<file path="config.mk">
export PLATFORM = sky130hd
export DESIGN_NAME = lifo_stack_unit
export DESIGN_NICKNAME = d
export VERILOG_FILES = /design/src/rtl/lifo_stack_pkg.sv /design/src/rtl/lifo_stack_unit.sv /design/src/rtl/lifo_store_mem.sv
export VERILOG_INCLUDE_DIRS = /design/src /design/src/rtl
export SDC_FILE = /design/constraint.sdc
export NUM_CORES = 1
export LEC_CHECK = 0
export ABC_AREA = 1
export BUFFER_PORTS_ARGS = -buffer_cell sky130_fd_sc_hd__buf_2
export CAP_MARGIN = 10
export CORE_MARGIN = 2
export CORE_UTILIZATION = 40
export DETAILED_ROUTE_END_ITERATION = 8
export GPL_TIMING_DRIVEN = 0
export PLACE_DENSITY_LB_ADDON = 0.05
export SYNTH_ARGS = -nofsm -noshare
export SYNTH_HDL_FRONTEND = slang
export SYNTH_SLANG_ARGS = --single-unit
</file>
<file path="constraint.sdc">
create_clock -name clk -period 3.9 [get_ports clk]
set_input_delay 0.78 -clock clk [delete_from_list [all_inputs] [get_ports clk]]
set_output_delay 0.78 -clock clk [all_outputs]
set_load 0.01 [all_outputs]
</file>
<file path="src/rtl/lifo_stack_cfg.svh">
// Constants of the stack engine: capacity, register offsets,
// field positions and reset values.
// Assumes inclusion by bare name from every design file.
`ifndef LIFO_STACK_CFG_SVH
`define LIFO_STACK_CFG_SVH

// ************************************************************
// Sizes
// ************************************************************
`define LIFO_DATA_W      16
`define LIFO_IDX_W       5
`define LIFO_CAP         5'h10
`define LIFO_DEPTH       17

// ************************************************************
// Register offsets (byte addresses)
// ************************************************************
`define LIFO_ADDR_W      8
`define OFS_CTRL         8'h00
`define OFS_INDEX        8'h04
`define OFS_FLAGS        8'h08
`define OFS_EVT_STAT     8'h0C
`define OFS_EVT_MASK     8'h10

// ************************************************************
// Field positions
// ************************************************************
`define CTRL_PULSE_BIT   0
`define FLG_EMPTY_BIT    0
`define FLG_FULL_BIT     1
`define FLG_ERR_BIT      2
`define EVT_PUSH_BIT     0
`define EVT_POP_BIT      1
`define EVT_REFUSE_BIT   2
`define EVT_ERR_BIT      3
`define EVT_W            4

// ************************************************************
// Reset values
// ************************************************************
`define RST_CTRL         1'h0
`define RST_INDEX        5'h00
`define RST_EVT          4'h0
`define RST_WORD         16'h0000

`endif

</file>
<file path="src/rtl/lifo_stack_pkg.sv">
// Types shared by the stack engine and its storage.
// Assumes lifo_stack_cfg.svh is on the include path.
`include "lifo_stack_cfg.svh"

package lifo_stack_pkg;
    typedef logic [`LIFO_DATA_W-1:0] word_t;
    typedef logic [`LIFO_IDX_W-1:0]  idx_t;
    // Decoded operation of one cycle, one-hot
    typedef enum logic [3:0] {
        OP_IDLE = 4'h1,
        OP_PUSH = 4'h2,
        OP_POP  = 4'h4,
        OP_HOLD = 4'h8
    } op_t;
endpackage

</file>
<file path="src/rtl/lifo_stack_unit.sv">
// Last-in-first-out stack engine with a small register port.
// Assumes enable, select and push data come from logic on clk.
`timescale 1ns/1ps
`include "lifo_stack_cfg.svh"

// How it works
// [RULE1] Operate while enable is high, or only on its rising edge in pulse mode.
// [RULE2] Select high pushes the input word; select low pops into the output.
// [RULE3] A push first raises the top index, then writes the new top word.
// [RULE4] A pop copies the word at the current top index to the output.
// [RULE5] After the pop transfer the top index drops by one.
// [RULE6] The top index always names the most recently pushed word.
// [RULE7] Empty flag is high whenever the top index is zero.
// [RULE8] Pops while empty are ignored; index and output stay.
// [RULE9] Full flag is high when the top index equals the capacity.
// [RULE10] Pushes while full are ignored; index and words stay.
// [RULE11] Index zero means empty; one to capacity select storage words.
// [RULE12] Index beyond capacity raises pointer error and blocks every operation.
// [RULE13] Controlling logic leaves the index alone except for special purposes.
// [RULE14] Idle cycles change nothing; reset clears the index to empty.
// [RULE15] Words are sixteen bits; capacity is a fixed configuration constant.
module lifo_stack_unit (
    input  wire logic                    clk,            // System clock
    input  wire logic                    sys_rst,        // Sync reset, high
    input  wire logic                    exec_en,        // Execution control
    input  wire logic                    push_sel,       // 1 push, 0 pop
    input  wire lifo_stack_pkg::word_t   push_value,     // Word to push
    input  wire logic [`LIFO_ADDR_W-1:0] reg_addr,       // Register address
    input  wire logic [31:0]             reg_wdata,      // Write data
    input  wire logic                    reg_wr,         // Write strobe
    input  wire logic                    reg_rd,         // Read strobe
    output logic [31:0]                  reg_rdata,      // Read data, next cycle
    output lifo_stack_pkg::word_t        pop_result,     // Last popped word
    output logic                         empty_flag,     // Stack empty
    output logic                  capacity_reached_flag, // Stack full
    output logic                         ptr_err_flag,   // Index out of range
    output logic                         irq             // Level interrupt
);

    // ************************************************************
    // State
    // ************************************************************
    lifo_stack_pkg::idx_t  top_index_q;
    lifo_stack_pkg::idx_t  top_index_d;
    lifo_stack_pkg::word_t top_word;                          // RULE15
    logic                  pulse_mode_q;
    logic                  en_prev_q;
    logic [`EVT_W-1:0]     evt_stat_q;
    logic [`EVT_W-1:0]     evt_mask_q;
    logic [`EVT_W-1:0]     evt_set;
    logic [`EVT_W-1:0]     evt_clr;

    // ************************************************************
    // Decode
    // ************************************************************
    // Level or rising-edge qualification of the request
    wire logic go = pulse_mode_q ? (exec_en && !en_prev_q)   // RULE1
                                 : exec_en;
    wire logic idx_bad = top_index_q > `LIFO_CAP;             // RULE11
    wire logic is_empty = top_index_q == `RST_INDEX;
    wire logic is_full = top_index_q == `LIFO_CAP;
    wire logic wr_ctrl = reg_wr && reg_addr == `OFS_CTRL;
    wire logic wr_index = reg_wr && reg_addr == `OFS_INDEX;
    wire logic wr_stat = reg_wr && reg_addr == `OFS_EVT_STAT;
    wire logic wr_mask = reg_wr && reg_addr == `OFS_EVT_MASK;

    // Software index write wins over a same-cycle operation
    lifo_stack_pkg::op_t op;
    always_comb begin
        if (!go || wr_index) begin
            op = lifo_stack_pkg::OP_IDLE;                     // RULE14
        end else if (idx_bad) begin
            op = lifo_stack_pkg::OP_HOLD;                     // RULE12
        end else if (push_sel) begin
            op = is_full ? lifo_stack_pkg::OP_HOLD            // RULE10
                         : lifo_stack_pkg::OP_PUSH;           // RULE2
        end else begin
            op = is_empty ? lifo_stack_pkg::OP_HOLD           // RULE8
                          : lifo_stack_pkg::OP_POP;           // RULE2
        end
    end

    wire logic do_push = op == lifo_stack_pkg::OP_PUSH;
    wire logic do_pop = op == lifo_stack_pkg::OP_POP;
    wire logic refused = op == lifo_stack_pkg::OP_HOLD && !idx_bad;
    wire logic blocked = op == lifo_stack_pkg::OP_HOLD && idx_bad;

    // Next top index
    always_comb begin
        case (op)
            lifo_stack_pkg::OP_PUSH: top_index_d = top_index_q + 5'h01; // RULE3
            lifo_stack_pkg::OP_POP:  top_index_d = top_index_q - 5'h01; // RULE5
            default: begin
                top_index_d = wr_index ? reg_wdata[`LIFO_IDX_W-1:0]   // RULE13
                                       : top_index_q;
            end
        endcase
    end

    // ************************************************************
    // Storage
    // ************************************************************
    // Read port follows the next index, so top_word is the live top
    lifo_store_mem u_store (
        .clk   (clk),
        .we    (do_push),                                     // RULE3
        .waddr (top_index_d),
        .wdata (push_value),
        .raddr (top_index_d),                                 // RULE6
        .rdata (top_word)
    );

    // ************************************************************
    // Engine registers
    // ************************************************************
    // Index, output word and flags; flags follow the next index
    always_ff @(posedge clk) begin
        if (sys_rst) begin
            top_index_q           <= `RST_INDEX;              // RULE14
            pop_result            <= `RST_WORD;
            en_prev_q             <= 1'b0;
            empty_flag            <= 1'b1;
            capacity_reached_flag <= 1'b0;
            ptr_err_flag          <= 1'b0;
        end else begin
            top_index_q           <= top_index_d;
            en_prev_q             <= exec_en;
            if (do_pop) begin
                pop_result <= top_word;                       // RULE4
            end
            empty_flag            <= top_index_d == `RST_INDEX; // RULE7
            capacity_reached_flag <= top_index_d == `LIFO_CAP;  // RULE9
            ptr_err_flag          <= top_index_d > `LIFO_CAP;   // RULE12
        end
    end

    // ************************************************************
    // Register port and interrupt
    // ************************************************************
    // Set beats a same-cycle write-one clear
    assign evt_set = {blocked, refused, do_pop, do_push};
    assign evt_clr = wr_stat ? reg_wdata[`EVT_W-1:0] : `RST_EVT;

    always_ff @(posedge clk) begin
        if (sys_rst) begin
            pulse_mode_q <= `RST_CTRL;
            evt_stat_q   <= `RST_EVT;
            evt_mask_q   <= `RST_EVT;
            irq          <= 1'b0;
        end else begin
            if (wr_ctrl) begin
                pulse_mode_q <= reg_wdata[`CTRL_PULSE_BIT];
            end
            if (wr_mask) begin
                evt_mask_q <= reg_wdata[`EVT_W-1:0];
            end
            evt_stat_q <= (evt_stat_q & ~evt_clr) | evt_set;
            irq <= |(((evt_stat_q & ~evt_clr) | evt_set) & evt_mask_q);
        end
    end

    // Read mux; unmapped offsets read zero
    logic [31:0] rd_mux;
    always_comb begin
        case (reg_addr)
            `OFS_CTRL:     rd_mux = {31'h0, pulse_mode_q};
            `OFS_INDEX:    rd_mux = {27'h0, top_index_q};
            `OFS_FLAGS:    rd_mux = {29'h0, ptr_err_flag,
                                     capacity_reached_flag, empty_flag};
            `OFS_EVT_STAT: rd_mux = {28'h0, evt_stat_q};
            `OFS_EVT_MASK: rd_mux = {28'h0, evt_mask_q};
            default:       rd_mux = 32'h0;
        endcase
    end

    // Data valid only in the cycle after the strobe
    always_ff @(posedge clk) begin
        if (sys_rst || !reg_rd) begin
            reg_rdata <= 32'h0;
        end else begin
            reg_rdata <= rd_mux;
        end
    end
endmodule // lifo_stack_unit

</file>
<file path="src/rtl/lifo_store_mem.sv">
// Storage words of the stack: one write port, one registered read.
// Assumes one clock; read address is the next top index.
`timescale 1ns/1ps
`include "lifo_stack_cfg.svh"

module lifo_store_mem (
    input  wire logic                 clk,    // System clock
    input  wire logic                 we,     // Write strobe
    input  wire lifo_stack_pkg::idx_t waddr,  // Write address
    input  wire lifo_stack_pkg::word_t wdata, // Write data
    input  wire lifo_stack_pkg::idx_t raddr,  // Read address
    output lifo_stack_pkg::word_t     rdata   // Registered read data
);
    lifo_stack_pkg::word_t mem [0:`LIFO_DEPTH-1];

    // Forward a same-cycle write so rdata always mirrors the top
    always_ff @(posedge clk) begin
        if (we) begin
            mem[waddr] <= wdata;
        end
        if (we && waddr == raddr) begin
            rdata <= wdata;
        end else begin
            rdata <= mem[raddr];
        end
    end
endmodule // lifo_store_mem

</file>
# Word-level counts from Yosys, hierarchy flattened
# Memory sizes are Yosys's and may differ from the RTL's. A register that Yosys moved wholly into a read port is not among the register bits.
# Cells that the tools add are included.
# W data, S select, Z words.
# word_totals
memories,1
ff_bits,67
in_bits,62
ramBits,272
# classes
muxes,12
bitwise_logic,4
n_eq_ne,9
add_sub_neg,2
n_reduce_logical,17
magnitude_cmp,2
# memory_table
memory,depth,width,rd,rd_ports_with_merged_regs,write_ports,line_no,rtl
u_store.mem,17,16,1,1,1,lifo_store_mem.sv:14,lifo_stack_pkg::word_t mem [0:`LIFO_DEPTH-1];
# ops
cell,count
$pmux W5 S5,1
$mux W4,6
$eq A8 B4 Y1 const B,2
$eq A5 B5 Y1 const B,2
$gt A5 B5 Y1 const B,2
$logic_not A5 Y1,2
$pmux W5 S2,1
$and A4 B4 Y4,2
$eq A8 B3 Y1 const B,1
$eq A8 B5 Y1 const B,1
$logic_not A8 Y1,1
$logic_and A1 B1 Y1,7
$add A5 B1 Y5 const B,1
$mux W5,1
$sub A5 B1 Y5 const B,1
$eq A4 B2 Y1 const B,1
$eq A4 B3 Y1 const B,1
$eq A4 B4 Y1 const B,1
$logic_not A1 Y1,4
$not A4 Y4,1
$or A4 B4 Y4,1
$reduce_or A4 Y1,1
$mux W1,3
$logic_or A1 B1 Y1,2

# Depth between registers and ports, before layout
# depth
depth_word,11
mapped_depth,19
mapped_depth_nobuf,17

# Hierarchy
# A second synthesis with hierarchy kept.
# hier_totals
hier_cells,1265
area_unflattened_um2,13518.0
# by_module_without_submodules
mod,area_each_um2,cells_per_inst,instances
lifo_store_mem,11229.5,941,1
lifo_stack_unit,2288.4,324,1

# Least setup slack after synthesis
# OpenSTA, ideal clock, no wires.
# synth_timing
path_kind,input to register
startpoint,input port reg_addr[5]
endpoint,memory u_store.mem[10][0] (netlist bit) (enable)
path_stages,16
setup_time_ns,0.388
path_slack_ns,-0.138
t_required_ns,3.512
arrival_ns,3.649
cell_sequence,nor2_1 -> nand2_2 -> inv_2 -> nand3_4 -> nand3_2 -> buf_6 -> buf_2 -> inv_1 -> fa_1 -> nand3_1 -> nand2_1 -> xor2_1 -> nor2_1 -> a21oi_4 -> nand3_2 -> nor2_1
# synth_via
elab_chain_cells,7
# synth_lines
element,line_no,rtl
from (decl),lifo_stack_unit.sv:28,"input wire logic [`LIFO_ADDR_W-1:0] reg_addr,"
$eq A8 B3 Y1 (*),n/a,
$logic_and A1 B1 Y1 (no line) (*),n/a,
$logic_or A1 B1 Y1,lifo_stack_unit.sv:70,if (!go || wr_index) begin
$mux W4,lifo_stack_unit.sv:70,
$eq A4 B2 Y1,"lifo_stack_unit.sv:83, lifo_stack_unit.sv:90",
$mux W1,lifo_store_mem.sv:18,if (we) begin
$mux W1 (implied by the code),lifo_store_mem.sv:19,mem[waddr] <= wdata;
to (decl),lifo_store_mem.sv:14,
# Every way passes the cells marked *; elsewhere a longest branch is shown, timed or not.

# Final worst setup path
# layout_timing
startpoint,input port reg_addr[7]
endpoint,memory u_store.mem[11][5] (netlist bit) (enable)
# Same word-level chain as after synthesis.

==> impl_results.md <==
* Fin. Hold Viols at 0
* Share of layout cells above drive strength 1 at between 10% and 20%
* Starting Density at 40.3%
* Most common cell after layout, fill and taps aside: edfxtp_1
* Residual DRC at 0
* IO Pins at 114
* Global route overflow at 0
* Drt first-iter violations at between 700 and 800
* Core Region at approximately 33000 sq um
* Synth cell types at 33
* Critical Path AT at 3810 ps
* #FFs+latches synth at about 320
* Mux cell area share after synthesis at 0%
* Required time worst endpoint at around 4100 ps
* Post-route cell area at approximately 16000 sq um
* Hold Crit Class: reg -> reg
* Worst skew pair latency at ~520 ps
* CP Launch Type: input pin
* Setup TNS at 0 ps
* DIE WIDTH at around 190 um
* Post-synthesis simple-gate area fraction at between 10% and 20%
* First-pass GRT wire length at between 50000 and 60000 um
* Lkg Pwr at about 0.0061 uW
* Pin count of the biggest net entering global routing at 18
* Worst hold stages at 2
* Vias at 9161
* Area grow syn2layout at 20.0%
* Power Density at approximately 540 nW/um^2
* GP Congestion at 0.841
* Number of vias per cell at 5.00
* Total track usage at 21.4%
* Root buf cell: clkbuf_16
* Finished Layout Cells at roughly 1800
* Number of synthesis warnings at 0
* Slew Limit Headroom at roughly two fifths
* RSZ-0062 raised after global routing: no
* Reg2Reg Depth at 20
* Synth Cell Area at about 13000 sq um
* Max VDD drop at 358 uV
* FF-to-FF Start: top_index_q[1]
* Final setup fails at 0
* CTS tree: yes
* Post-synthesis xor/xnor area fraction at less than 1%
* Worst hold start: pop_result[7]
* Pre-CTS setup slack at -792 ps
* Mean Syn Cell Area at around 11 sq um
* Wire length per cell at around 20 um
* Initial antenna violation count at 1
* Clock transition at path regs at roughly 60 ps
* Port Buf Inserts at 58
* Detail Placement HPWL at 25500 um
* Worst Setup End Kind: flop
* Sequential area share after synthesis at approximately 68%
* Vias in the first global route at 8773
* Crit Path Category: in -> reg
* Commonest cells after routing, fill and taps aside: edfxtp_1, inv_1, nand2_1, nand3_1, a21oi_1
* Worst-path maximum fanout at 12
* Post-Synth Adder-Cell Area at 0.429%
* Filler cells at around 3100
* H-tree depth at 2
* Worst-margin pin slew at about 860 ps
* Layout Nets at 1423
* Die height at 187 um
* CTS Buf Count at 37
* CTS Sinks at approximately 320
* Rows at 67
* Final clock skew at 9.67 ps
* Status: completed
* Capture point of the worst reg-to-reg path: u_store.mem[11][5]
* Fin crit share at about nine tenths
* DIE AREA at ~35000 sq um
* Worst R2R Setup Slack at ~370 ps
* Highest Clock Rate at roughly 280 MHz
* Slew Viols, Final at 0
* Total power draw at roughly 8700 uW
* Worst hold endpoint: pop_result[7]
* Antenna Nets Post-Route at 0
* Placed cell count at approximately 1700
* DRT Wirelength at roughly 37000 um
* Worst setup margin at 322 ps
* # diodes at 0
* Largest family of logic cells by synthesized area: simple AND/OR/NAND/NOR gates
* Placement Cell Area at about 15000 sq um
* Buffer levels on the longest clock path at 3
* TritonRoute pass-1 iters at 5
* Mapped Cells at roughly 1200
* Max Cap Violations at 0
* Synth Area in Compound Gates at between 10% and 20%
* Fin crit period at between 3000 and 4000 ps
## flip-flops by register name (all words and copies together), names as in the netlist, named ones only
register / flops
u_store.mem: 272
empty_flag: 1
reg_rdata: 5
evt_stat_q: 4
capacity_reached_flag: 1
ptr_err_flag: 1
en_prev_q: 1
evt_mask_q: 4
pulse_mode_q: 1
pop_result: 16
irq: 1
top_index_q: 5
## through the flow
step           util, %  hold slack, ps
2_1_floorplan        -             439
3_3_place_gp      43.2             452
3_5_place_dp      43.9             453
4_1_cts           47.6             463
5_1_grt           48.4             477
6_report          48.4             461
## layer usage
metal / vias to the layer above / track usage (%) / part of all wire (%)
li1: 4438 / - / -
met1: 4415 / 28.0 / 43
met2: 239 / 35.6 / 48
met3: 69 / 4.35 / 6.3
met4: 0 / 7.23 / 3.0
met5: - / 0 / 0
## critical path: stages
cell	delay [ps]
buf_2	100
nor2_1	120
nand2_2	120
inv_2	90
nand3_4	150
nand3_4	170
buf_6	170
buf_6	170
inv_1	110
fa_1	420
nand3_1	110
nand2_1	90
inv_1	70
nand4_1	100
nand2_1	110
inv_2	50
a21oi_4	160
buf_12	140
nand3_4	140
nor2_4	220
buf_16	180
## where the power goes
| group | internal (uW) | total (uW) | switching, uW | leakage, uW |
|---|---|---|---|---|
| sequential | 3770 | 3810 | 38.8 | 0.00281 |
| clock | 2020 | 3360 | 1330 | 0.000573 |
| combinational | 453 | 1540 | 1090 | 0.00272 |
| total | 6250 | 8710 | 2460 | 0.00611 |
## what timing repair did
item	CTS	global route
pin swaps	0	14
gates resized for setup	6	13
endpoints found under the hold margin	0	0
buffers inserted	0	17
endpoints found under the setup margin	155	267
hold buffers	0	0
## final cells by class
cell class                      count  area (sq um)  share of cell area (%)
Clock inverter                     11           104                   0.645
Inverter                          162           608                    3.78
Clock buffer                       56          1070                    6.65
Tap cell                          448           561                    3.48
Timing Repair Buffer               87           711                    4.42
Buffer                             90           495                    3.08
Multi-Input combinational cell    662          3470                    21.6
Sequential cell                   317          9070                    56.4
## cells by family (layout without fill, tap and decap cells)
group,after synthesis,count (layout)
AO/OA/AOI/OAI,237,237
XOR/XNOR,3,3
adder cells (fa/ha/maj),4,4
buffers and inverters,252,406
flip-flops,317,317
other,1,27
AND/OR/NAND/NOR,391,391
## cell usage after synthesis
| library cell | count | area share, % |
|---|---|---|
| o21ai_0 | 73 | 2.7 |
| a21oi_2 | 1 | 0.065 |
| nand3_2 | 6 | 0.45 |
| o211ai_1 | 64 | 3.6 |
| a41oi_1 | 2 | 0.13 |
| nand2_2 | 9 | 0.42 |
| nand3_1 | 138 | 5.2 |
| buf_4 | 28 | 1.6 |
| nor2_2 | 3 | 0.14 |
| inv_2 | 4 | 0.11 |
| nand2_1 | 152 | 4.3 |
| nor2_4 | 2 | 0.17 |
| fa_1 | 1 | 0.15 |
| o21ai_2 | 1 | 0.065 |
| nand3_4 | 2 | 0.26 |
| nand4_1 | 2 | 0.093 |
| inv_1 | 158 | 4.4 |
| nor4_1 | 2 | 0.093 |
| clkbuf_1 | 32 | 0.90 |
| buf_2 | 19 | 0.71 |
| conb_1 | 1 | 0.028 |
| xor2_1 | 3 | 0.20 |
| buf_6 | 3 | 0.25 |
| nor2_1 | 74 | 2.1 |
| a31o_2 | 1 | 0.065 |
| dfxtp_1 | 45 | 6.7 |
| edfxtp_1 | 272 | 61 |
| a21oi_4 | 2 | 0.24 |
| ha_1 | 3 | 0.28 |
| buf_1 | 8 | 0.22 |
| nor3_1 | 1 | 0.037 |
| a21boi_0 | 1 | 0.056 |
| a21oi_1 | 92 | 3.4 |
## how the worst max path moves through the flow
| stage | startpoint | endpoint |
|---|---|---|
| 6_report | reg_addr[7] | u_store.mem[11][5] |
| 5_1_grt | top_index_q[1] | u_store.mem[11][6] |
| 4_1_cts | reg_addr[7] | u_store.mem[13][10] |
| 3_5_place_dp | reg_addr[7] | u_store.mem[1][10] |
| 3_3_place_gp | reg_addr[5] | u_store.mem[5][10] |
| 2_1_floorplan | reg_addr[5] | u_store.mem[10][0] |
Power figures use the tool's default switching activity.
